## src/verilog/eic_defines.vh

```
`ifndef EIC_DEFINES_VH
`define EIC_DEFINES_VH

// ==========================================================================
// Register bus geometry
`define EIC_ADDR_W 16
`define EIC_DATA_W 16
`define EIC_CNT_W 16
`define EIC_NUM_CHAN 7

// ==========================================================================
// Register offsets (word addresses on the register port)
`define EIC_CTRL_BASE 16'h7060
`define EIC_NMI_CTRL_ADDR 16'h7077
`define EIC_CNT1_ADDR 16'h7078
`define EIC_CNT2_ADDR 16'h7079
`define EIC_CNT_BASE 16'h7068
`define EIC_NMI_CNT_ADDR 16'h707F
`define EIC_STATUS_ADDR 16'h7080
`define EIC_MASK_ADDR 16'h7081

// ==========================================================================
// Control register fields
`define EIC_EN_BIT 0
`define EIC_SEL_BIT 1
`define EIC_POL_LO 2
`define EIC_POL_HI 3
`define EIC_POL_FALL_A 2'h0
`define EIC_POL_RISE 2'h1
`define EIC_POL_FALL_B 2'h2
`define EIC_POL_BOTH 2'h3

// ==========================================================================
// Reset values
`define EIC_CTRL_RST 16'h0000
`define EIC_CNT_RST 16'h0000
`define EIC_STATUS_RST 8'h00
`define EIC_MASK_RST 8'h00
`define EIC_RDATA_RST 16'h0000

// ==========================================================================
// Status and mask layout: bits 6..0 are channels 7..1, bit 7 the non-maskable input
`define EIC_NMI_IDX 7
`define EIC_EVT_W 8

`endif
```

## src/verilog/eic_channel.v

```verilog
`timescale 1ns/10ps
`default_nettype none

`include "eic_defines.vh"

module eic_channel #(
    parameter CNT_W = `EIC_CNT_W
) (
    input wire clk_i,
    input wire srst_i,
    input wire pin_i,
    input wire en_i,
    input wire [1:0] pol_i,
    output reg edge_o,
    output reg [CNT_W-1:0] cnt_o
);

    // ======================================================================
    // Pin synchroniser and previous level
    reg sync1_q;
    reg sync2_q;
    reg prev_q;
    reg hit;

    always @(posedge clk_i) begin
        if (srst_i) begin
            sync1_q <= 1'b0;
            sync2_q <= 1'b0;
            prev_q <= 1'b0;
        end else begin
            sync1_q <= pin_i;
            sync2_q <= sync1_q;
            prev_q <= sync2_q;
        end
    end

    // ======================================================================
    // Edge selection by polarity
    always @* begin
        case (pol_i)
            `EIC_POL_RISE: hit = sync2_q & ~prev_q;
            `EIC_POL_BOTH: hit = sync2_q ^ prev_q;
            default: hit = ~sync2_q & prev_q;
        endcase
    end

    // ======================================================================
    // Event pulse and timestamp counter
    // A disabled channel neither raises events nor counts, so the counter
    // holds the age of the last edge seen while enabled.
    always @(posedge clk_i) begin
        if (srst_i) begin
            edge_o <= 1'b0;
            cnt_o <= {CNT_W{1'b0}};
        end else begin
            edge_o <= en_i & hit;
            if (en_i & hit) begin
                cnt_o <= {CNT_W{1'b0}};
            end else if (en_i) begin
                cnt_o <= cnt_o + {{(CNT_W-1){1'b0}}, 1'b1};
            end
        end
    end

endmodule // eic_channel

`default_nettype wire

```

## src/verilog/eic_ctrl.v

```verilog
// Decided for this implementation: the plain strobed port.
`timescale 1ns/10ps
`default_nettype none

`include "eic_defines.vh"

module eic_ctrl #(
    parameter NUM_CHAN = `EIC_NUM_CHAN,
    parameter CNT_W = `EIC_CNT_W
) (
    input wire clk_i,
    input wire srst_i,
    // Register port.
    input wire [`EIC_ADDR_W-1:0] reg_addr_i,
    input wire [`EIC_DATA_W-1:0] reg_wdata_i,
    input wire reg_wr_i,
    input wire reg_rd_i,
    output reg [`EIC_DATA_W-1:0] reg_rdata_o,
    // Pins, asynchronous to clk_i.
    input wire [NUM_CHAN-1:0] ext_irq_channel_i,
    input wire ext_nonmaskable_irq_i,
    // Internal timer one request, same clock domain.
    input wire timer1_irq_i,
    // CPU side.
    output reg [NUM_CHAN-1:0] ext_irq_channel_o,
    output reg ext_nonmaskable_irq_o,
    output reg cpu_irq_thirteen_o,
    output reg irq_o
);

    localparam NCH = NUM_CHAN + 1;
    localparam NMI = NUM_CHAN;

    // ======================================================================
    // Helper functions
    function [`EIC_DATA_W-1:0] fmt_ctrl;
        input [1:0] pol;
        input en;
        input sel;
        begin
            fmt_ctrl = `EIC_CTRL_RST;
            fmt_ctrl[`EIC_POL_HI:`EIC_POL_LO] = pol;
            fmt_ctrl[`EIC_SEL_BIT] = sel;
            fmt_ctrl[`EIC_EN_BIT] = en;
        end
    endfunction

    function [`EIC_ADDR_W-1:0] ctrl_addr;
        input integer k;
        integer t;
        begin
            t = `EIC_CTRL_BASE + k;
            ctrl_addr = t[`EIC_ADDR_W-1:0];
        end
    endfunction

    function [`EIC_ADDR_W-1:0] cnt_addr;
        input integer k;
        integer t;
        begin
            t = `EIC_CNT_BASE + k;
            if (k == 0) begin
                cnt_addr = `EIC_CNT1_ADDR;
            end else if (k == 1) begin
                cnt_addr = `EIC_CNT2_ADDR;
            end else begin
                cnt_addr = t[`EIC_ADDR_W-1:0];
            end
        end
    endfunction

    // ======================================================================
    // Control state
    reg [2*NCH-1:0] pol_q;
    reg [2*NCH-1:0] pol_d;
    reg [NCH-1:0] en_q;
    reg [NCH-1:0] en_d;
    reg sel_q;
    reg sel_d;
    reg [`EIC_EVT_W-1:0] sts_q;
    reg [`EIC_EVT_W-1:0] sts_d;
    reg [`EIC_EVT_W-1:0] mask_q;
    reg [`EIC_EVT_W-1:0] mask_d;
    reg [`EIC_DATA_W-1:0] rdata_d;

    wire [NCH-1:0] pins_w;
    wire [NCH-1:0] edge_w;
    wire [CNT_W*NCH-1:0] cnt_w;
    wire [`EIC_EVT_W-1:0] evt_w;

    // The non-maskable input sits on the top channel so that one synchroniser
    // serves both the non-maskable path and interrupt thirteen.
    assign pins_w = {ext_nonmaskable_irq_i, ext_irq_channel_i};
    assign evt_w = edge_w;

    // ======================================================================
    // Channels
    genvar g;
    generate
        for (g = 0; g < NCH; g = g + 1) begin : g_chan
            eic_channel #(
                .CNT_W(CNT_W)
            ) u_chan (
                .clk_i(clk_i),
                .srst_i(srst_i),
                .pin_i(pins_w[g]),
                .en_i(en_q[g]),
                .pol_i(pol_q[2*g+1:2*g]),
                .edge_o(edge_w[g]),
                .cnt_o(cnt_w[CNT_W*g+CNT_W-1:CNT_W*g])
            );
        end
    endgenerate

    // ======================================================================
    // Register writes
    integer k;

    always @* begin
        pol_d = pol_q;
        en_d = en_q;
        sel_d = sel_q;
        mask_d = mask_q;
        sts_d = sts_q;
        if (reg_wr_i) begin
            for (k = 0; k < NUM_CHAN; k = k + 1) begin
                if (reg_addr_i == ctrl_addr(k)) begin
                    pol_d[2*k+1 -: 2] = reg_wdata_i[`EIC_POL_HI:`EIC_POL_LO];
                    en_d[k] = reg_wdata_i[`EIC_EN_BIT];
                end
            end
            if (reg_addr_i == `EIC_NMI_CTRL_ADDR) begin
                pol_d[2*NMI+1 -: 2] = reg_wdata_i[`EIC_POL_HI:`EIC_POL_LO];
                en_d[NMI] = reg_wdata_i[`EIC_EN_BIT];
                sel_d = reg_wdata_i[`EIC_SEL_BIT];
            end
            if (reg_addr_i == `EIC_MASK_ADDR) begin
                mask_d = reg_wdata_i[`EIC_EVT_W-1:0];
            end
            if (reg_addr_i == `EIC_STATUS_ADDR) begin
                sts_d = sts_q & ~reg_wdata_i[`EIC_EVT_W-1:0];
            end
        end
        // A new event in the clearing cycle survives the clear.
        sts_d = sts_d | evt_w;
    end

    always @(posedge clk_i) begin
        if (srst_i) begin
            pol_q <= {(2*NCH){1'b0}};
            en_q <= {NCH{1'b0}};
            sel_q <= 1'b0;
            mask_q <= `EIC_MASK_RST;
            sts_q <= `EIC_STATUS_RST;
        end else begin
            pol_q <= pol_d;
            en_q <= en_d;
            sel_q <= sel_d;
            mask_q <= mask_d;
            sts_q <= sts_d;
        end
    end

    // ======================================================================
    // Register reads
    // Counters have no write path at all; only an edge or reset clears them.
    // The read loop has its own index so that no variable has two drivers.
    integer j;

    always @* begin
        rdata_d = `EIC_RDATA_RST;
        for (j = 0; j < NUM_CHAN; j = j + 1) begin
            if (reg_addr_i == ctrl_addr(j)) begin
                rdata_d = fmt_ctrl(pol_q[2*j+1 -: 2], en_q[j], 1'b0);
            end
            if (reg_addr_i == cnt_addr(j)) begin
                rdata_d = cnt_w[CNT_W*j +: CNT_W];
            end
        end
        if (reg_addr_i == `EIC_NMI_CTRL_ADDR) begin
            rdata_d = fmt_ctrl(pol_q[2*NMI+1 -: 2], en_q[NMI], sel_q);
        end
        if (reg_addr_i == `EIC_NMI_CNT_ADDR) begin
            rdata_d = cnt_w[CNT_W*NMI +: CNT_W];
        end
        if (reg_addr_i == `EIC_STATUS_ADDR) begin
            rdata_d[`EIC_EVT_W-1:0] = sts_q;
        end
        if (reg_addr_i == `EIC_MASK_ADDR) begin
            rdata_d[`EIC_EVT_W-1:0] = mask_q;
        end
    end

    always @(posedge clk_i) begin
        if (srst_i) begin
            reg_rdata_o <= `EIC_RDATA_RST;
        end else if (reg_rd_i) begin
            reg_rdata_o <= rdata_d;
        end else begin
            reg_rdata_o <= `EIC_RDATA_RST;
        end
    end

    // ======================================================================
    // CPU interrupt outputs
    // With the select bit set the pin feeds interrupt thirteen instead of the
    // non-maskable line, so one edge never reaches both.
    always @(posedge clk_i) begin
        if (srst_i) begin
            ext_irq_channel_o <= {NUM_CHAN{1'b0}};
            ext_nonmaskable_irq_o <= 1'b0;
            cpu_irq_thirteen_o <= 1'b0;
            irq_o <= 1'b0;
        end else begin
            ext_irq_channel_o <= edge_w[NUM_CHAN-1:0];
            ext_nonmaskable_irq_o <= edge_w[NMI] & ~sel_q;
            if (sel_q) begin
                cpu_irq_thirteen_o <= edge_w[NMI];
            end else begin
                cpu_irq_thirteen_o <= timer1_irq_i;
            end
            irq_o <= |(sts_d & mask_d);
        end
    end

endmodule // eic_ctrl

`default_nettype wire

```

## config.mk

```make
export PLATFORM = sky130hd
export DESIGN_NAME = eic_ctrl
export DESIGN_NICKNAME = d
export VERILOG_FILES = /design/src/verilog/eic_channel.v /design/src/verilog/eic_ctrl.v
export VERILOG_INCLUDE_DIRS = /design/src /design/src/verilog
export SDC_FILE = /design/constraint.sdc
export NUM_CORES = 1
export LEC_CHECK = 0
export ABC_AREA = 1
export BUFFER_PORTS_ARGS = -buffer_cell sky130_fd_sc_hd__clkbuf_2
export CAP_MARGIN = 20
export CORE_ASPECT_RATIO = 0.9
export CORE_MARGIN = 10
export CORE_UTILIZATION = 54
export CTS_CLUSTER_SIZE = 10
export DETAILED_ROUTE_END_ITERATION = 10
export GPL_ROUTABILITY_DRIVEN = 0
export PLACE_DENSITY = 0.82
export SLEW_MARGIN = 20
export SYNTH_ARGS = -nofsm -noshare
export SYNTH_HDL_FRONTEND = slang
export SYNTH_SLANG_ARGS = --single-unit
```

## constraint.sdc

```tcl
create_clock -name clk_i -period 2.6 [get_ports clk_i]
set_clock_uncertainty 0.1 [all_clocks]
set_input_delay 0.26 -clock clk_i [delete_from_list [all_inputs] [get_ports clk_i]]
set_output_delay 0.26 -clock clk_i [all_outputs]
set_load 0.01 [all_outputs]
```

# Word level (Yosys, flattened, before mapping)
# Index checks and enable logic that the tools add are counted.
[totals] output_inout_bits=26 wordCells=210 mem_bits_rw=0 rom_bits=0 mem_count=0 reg_bits=227 input_bits=45 latch_bits=0
[classes] addsub=8 n_lt_le_gt_ge=0 n_shift=0 mux=31 bitwise_logic=55 n_reduce_logical=18 n_mul=0 eq_ne=34 div_mod_pow=0
[op_table] op="16-bit by 15-bit == test with 1-bit output (second input constant)" n=18
[op_table] op="16-bit two-way mux" n=15
[op_table] op="16-bit by 1-bit adder with 16-bit output (second input constant)" n=8
[op_table] op="8-bit two-way mux" n=6
[op_table] op="1-bit bitwise AND" n=25
[op_table] op="1-bit NOT" n=18
[op_table] op="2-bit OR reduction" n=9
[op_table] op="8-bit bitwise AND" n=2
[op_table] op="2-bit by 1-bit == test with 1-bit output (second input constant)" n=8
[op_table] op="2-bit == test (second input constant)" n=8
[op_table] op="1-bit case mux with 2 select lines" n=8
[op_table] op="2-bit AND reduction" n=8
[op_table] op="8-bit NOT" n=1
[op_table] op="8-bit OR" n=1
[op_table] op="8-bit OR reduction" n=1
[op_table] op="1-bit XOR" n=8
[op_table] op="4-bit two-way mux" n=1
[op_table] op="1-bit two-way mux" n=1

# Logic depth before layout (Yosys ltp)
[depth] ltp_word=19 mapped_depth=21 ltp_nobuf=20

# Cells and area by module
# A second synthesis with hierarchy kept.
[hier_totals] hier_cells=1679 hier_area_um2=12196.7
[modules_own_cells] module="eic_channel" seq_area_each_um2=400.4 cells_each=138 instances=8 area_per_inst_um2=1036.0
[modules_own_cells] module="eic_ctrl" seq_area_each_um2=1341.3 cells_each=575 instances=1 area_per_inst_um2=3908.7

# Worst setup path before layout
# OpenSTA, ideal clock, no wires.
[synth_path] kind="reg-to-reg" from="register g_chan[0].u_chan.cnt_o[0]" to="register g_chan[0].u_chan.cnt_o[14]" setup_time_ns=0.117 t_arrival_ns=1.729 n_path_buf=0 synth_period_minus_slack_ns=1.947 t_required_ns=2.383 slack_ns=0.653 path_stages_with_launch=10 path_cell_list="dfxtp_1 ha_1 nand2_2 nor2_2 nand3_2 nor4_2 nand2_1 or4_1 o21ai_1 a21oi_1"
[synth_between] elab_chain_cells=1
[synth_rtl] element="from (decl)" line="eic_channel.v:15" source="output reg [CNT_W-1:0] cnt_o"
[synth_rtl] element="from (signal assigned)" line="eic_channel.v:54" source="cnt_o <= {CNT_W{1'b0}};"
[synth_rtl] element="from (signal assigned)" line="eic_channel.v:58" source="cnt_o <= {CNT_W{1'b0}};"
[synth_rtl] element="from (signal assigned)" line="eic_channel.v:60" source="cnt_o <= cnt_o + {{(CNT_W-1){1'b0}}, 1'b1};"
[synth_rtl] element="16-bit by 1-bit adder with 16-bit output" line="eic_channel.v:60"
# No other way between the ends.
# A chain may end at the register's enable or synchronous reset.

# Worst setup path in the final report
[layout_path] from="register en_q[0]" to="register g_chan[0].u_chan.cnt_o[15]"
[layout_between] elab_chain_cells=2
[layout_rtl] element="from (decl)" line="eic_ctrl.v:76" source="reg [NCH-1:0] en_q;"
[layout_rtl] element="from (signal assigned)" line="eic_ctrl.v:151" source="en_q <= {NCH{1'b0}};"
[layout_rtl] element="from (signal assigned)" line="eic_ctrl.v:157" source="en_q <= en_d;"
[layout_rtl] element="1-bit bitwise AND" line="eic_channel.v:57" source="if (en_i & hit) begin"
[layout_rtl] element="2-bit OR reduction (no line)"
# Parallel ways exist; a longest one is shown, timed or not.

==> flow_summary.json <==
{
  "cts_setup_buffers": 0,
  "relSlewSlack": 0.5366,
  "clk_pin_slew_ns": 0.05,
  "via_count": 9867,
  "area_growth_pct": 14.49,
  "outcome": "completed",
  "fp.dieArea_um2": 25740,
  "clock-sinks": 227,
  "drv_slew": 0,
  "die_w_um": 168.0,
  "numCtsBuffers": 26,
  "cp.arrival_ns": 2.54,
  "antenna_left": 0,
  "post-dp-hpwl_um": 19580,
  "powerDensity_nw_per_um2": 561.6,
  "die_height_um": 153.2,
  "clk-insertion-delay-late_ns": 0.52,
  "grt_pass1_vias": 9110,
  "final_cell_mix": "nand2_1, inv_1, dfxtp_1",
  "routedWlPerCell_um": 14.38,
  "synth_area_um2": 10650,
  "max_cap_violations": 0,
  "h-tree-depth": 1,
  "final_common_cell": "nand2_1",
  "ys_warn_count": 0,
  "netlist_instances": 1470,
  "fillers": 1597,
  "dp_slack_ns": 0.2540,
  "hp-class": "in -> reg",
  "period_share": 0.8690,
  "tightest_slew_ns": 0.6943,
  "grt_pass1_wl_um": 43670,
  "vias_per_cell": 5.401,
  "setup_viol": 0,
  "portBuffers": 62,
  "critPathCaptureType": "flop",
  "initial_utilization": 0.5522,
  "syn_nets": 1539,
  "post-route-min-period_ns": 2.259,
  "postSynth.asyncResetShare": 0,
  "critPathKind": "reg -> reg",
  "wirelength_um": 26270,
  "max-vdd-ir-drop_mv": 0.5206,
  "first_pass_iters": 5,
  "grt_max_degree": 61,
  "drtIter0Drc": 841,
  "multi_input_area_um2": 5020,
  "max_freq_mhz": 442.6,
  "synth_area_leaders": "dfxtp_1, nand2_1, inv_1, a21oi_1, nor2_1",
  "clock_path_buffers": 3,
  "synth_seq_area_share": 0.4268,
  "fin_setup_tns_ns": 0,
  "synth_top_cell_by_area": "dfxtp_1",
  "regArea_um2": 4544,
  "antennaDiodeCount": 0,
  "grt.total_usage": 0.1956,
  "ioPinCount": 71,
  "ys_ff_latch": 227,
  "yosysTopAreaCellShare": 0.4268,
  "synth_ff_type": "dfxtp_1",
  "final_hold_viol_count": 0,
  "drive_gt1_frac": 0.1141,
  "leakage_nw": 4.651,
  "ys_types": 49,
  "antenna_found_initial": 0,
  "grt.overflow.total": 0,
  "layout.nets": 1644,
  "critPathLaunchType": "flop",
  "cts_tree": "yes",
  "drc_errors": 0,
  "crit_fanout": 9,
  "worst_slack_ns": 0.3407,
  "core_um2": 19280,
  "cts-root-buf": "clkbuf_16",
  "cp.required_ns": 2.88,
  "placementRows": 48,
  "synth-edff-count": 0,
  "rsz0062_at_grt": "false",
  "synth.avg_cell_area_um2": 7.242
}
==> cells by family after synthesis <==
family / synth area share
compound gates: 0.1701
buf+inv: 0.1021
xor+xnor: 0.02797
simple gates: 0.2448
flops: 0.4268
fa+ha+maj: 0.02821
==> registers in the layout, summed over array words and instances, names as in the netlist, 8 cells and up <==
| name | flops |
|---|---|
| g_chan.u_chan.cnt_o | 128 |
| pol_q | 16 |
| reg_rdata_o | 16 |
| en_q | 8 |
| g_chan.u_chan.edge_o | 8 |
| g_chan.u_chan.prev_q | 8 |
| g_chan.u_chan.sync1_q | 8 |
| g_chan.u_chan.sync2_q | 8 |
| mask_q | 8 |
| sts_q | 8 |
==> through the flow <==
| stage | power [mW] | std cells | instance area [um2] | hold WS, ns | util |
|---|---|---|---|---|---|
| finish | 6.845 | 1827 | 12190 | 0.02333 | 0.6323 |
| floorplan | 3.698 | 1470 | 10650 | 0.2670 | - |
| CTS | 6.885 | 1827 | 12180 | 0.008949 | 0.6320 |
| detailed placement | 3.782 | 1783 | 11360 | 0.2927 | 0.5891 |
| global placement | 3.777 | 1783 | 11360 | 0.2894 | 0.5891 |
| global route | 7.052 | 1827 | 12190 | 0.05356 | 0.6323 |
==> worst max-delay path, cell delays in order (launching register included) <==
cell and delay (ns):
dfxtp_1 0.48, nand2_1 0.09, nor2_1 0.24, nand3_1 0.11
nor2_1 0.16, nand2_1 0.13, nor2_1 0.13, nand3_1 0.15
nor3_1 0.24, nand2_1 0.10, xor2_1 0.13, nor2_1 0.05
==> synthesized netlist by cell type (4+ instances only) <==
cell type,n
o22ai_1,6
nor4_1,5
inv_2,10
o21ai_0,95
nand2_2,7
o2111ai_1,5
o211ai_1,16
ha_1,24
o21a_1,4
xor2_1,24
a211oi_1,7
o221ai_1,6
xnor2_1,10
dfxtp_1,227
nor2_2,15
clkbuf_1,18
o21ai_1,6
nand4_1,18
nor2_1,174
a31oi_1,12
buf_2,7
nor3_1,51
nand3_1,50
a221oi_1,10
a22oi_1,4
or2_2,7
nand3b_1,4
inv_1,231
nor3_2,4
buf_4,6
nand2_1,235
a21oi_1,148
==> final cells by class <==
type / count / area share
Timing Repair Buffer: 111 / 0.05851
Multi-Input combinational cell: 966 / 0.4118
Tap cell: 250 / 0.02566
Clock buffer: 30 / 0.05635
Sequential cell: 227 / 0.3728
Inverter: 243 / 0.07483
==> layer usage <==
| metal | share of wire | routed length [um] | GRT usage |
|---|---|---|---|
| met2 | 0.45 | 11800 | 0.3093 |
| met1 | 0.45 | 11860 | 0.2633 |
| met5 | 0 | 0 | 0 |
| met4 | 0.028 | 735 | 0.06379 |
| met3 | 0.071 | 1876 | 0.03461 |
==> where the power goes <==
part           switching [mW]  total (mW)  internal (mW)  leakage [nW]
Sequential            0.00647        3.50           3.50          1.83
Combinational           0.150       0.228         0.0771          2.48
Clock                    1.29        3.11           1.82         0.336
==> worst paths after layout <==
| kind | slack, ns | cells after the start | end | startpoint |
|---|---|---|---|---|
| max | 0.34 | 11 | g_chan[0].u_chan.cnt_o[15] | en_q[0] |
| min | 0.02 | 5 | mask_q[7] | reg_wdata_i[7] |
| max reg2reg | 0.34 | 11 | g_chan[0].u_chan.cnt_o[15] | en_q[0] |
| min reg2reg | 0.30 | 2 | g_chan[2].u_chan.sync2_q | g_chan[2].u_chan.sync1_q |
==> repair_timing <==
action                                 CTS  global route
resized for setup                        0             1
hold buffers                            14             0
endpoints found under the hold margin   15             0
setup endpoints to repair                0             1
(Power assumes the default switching activity.)
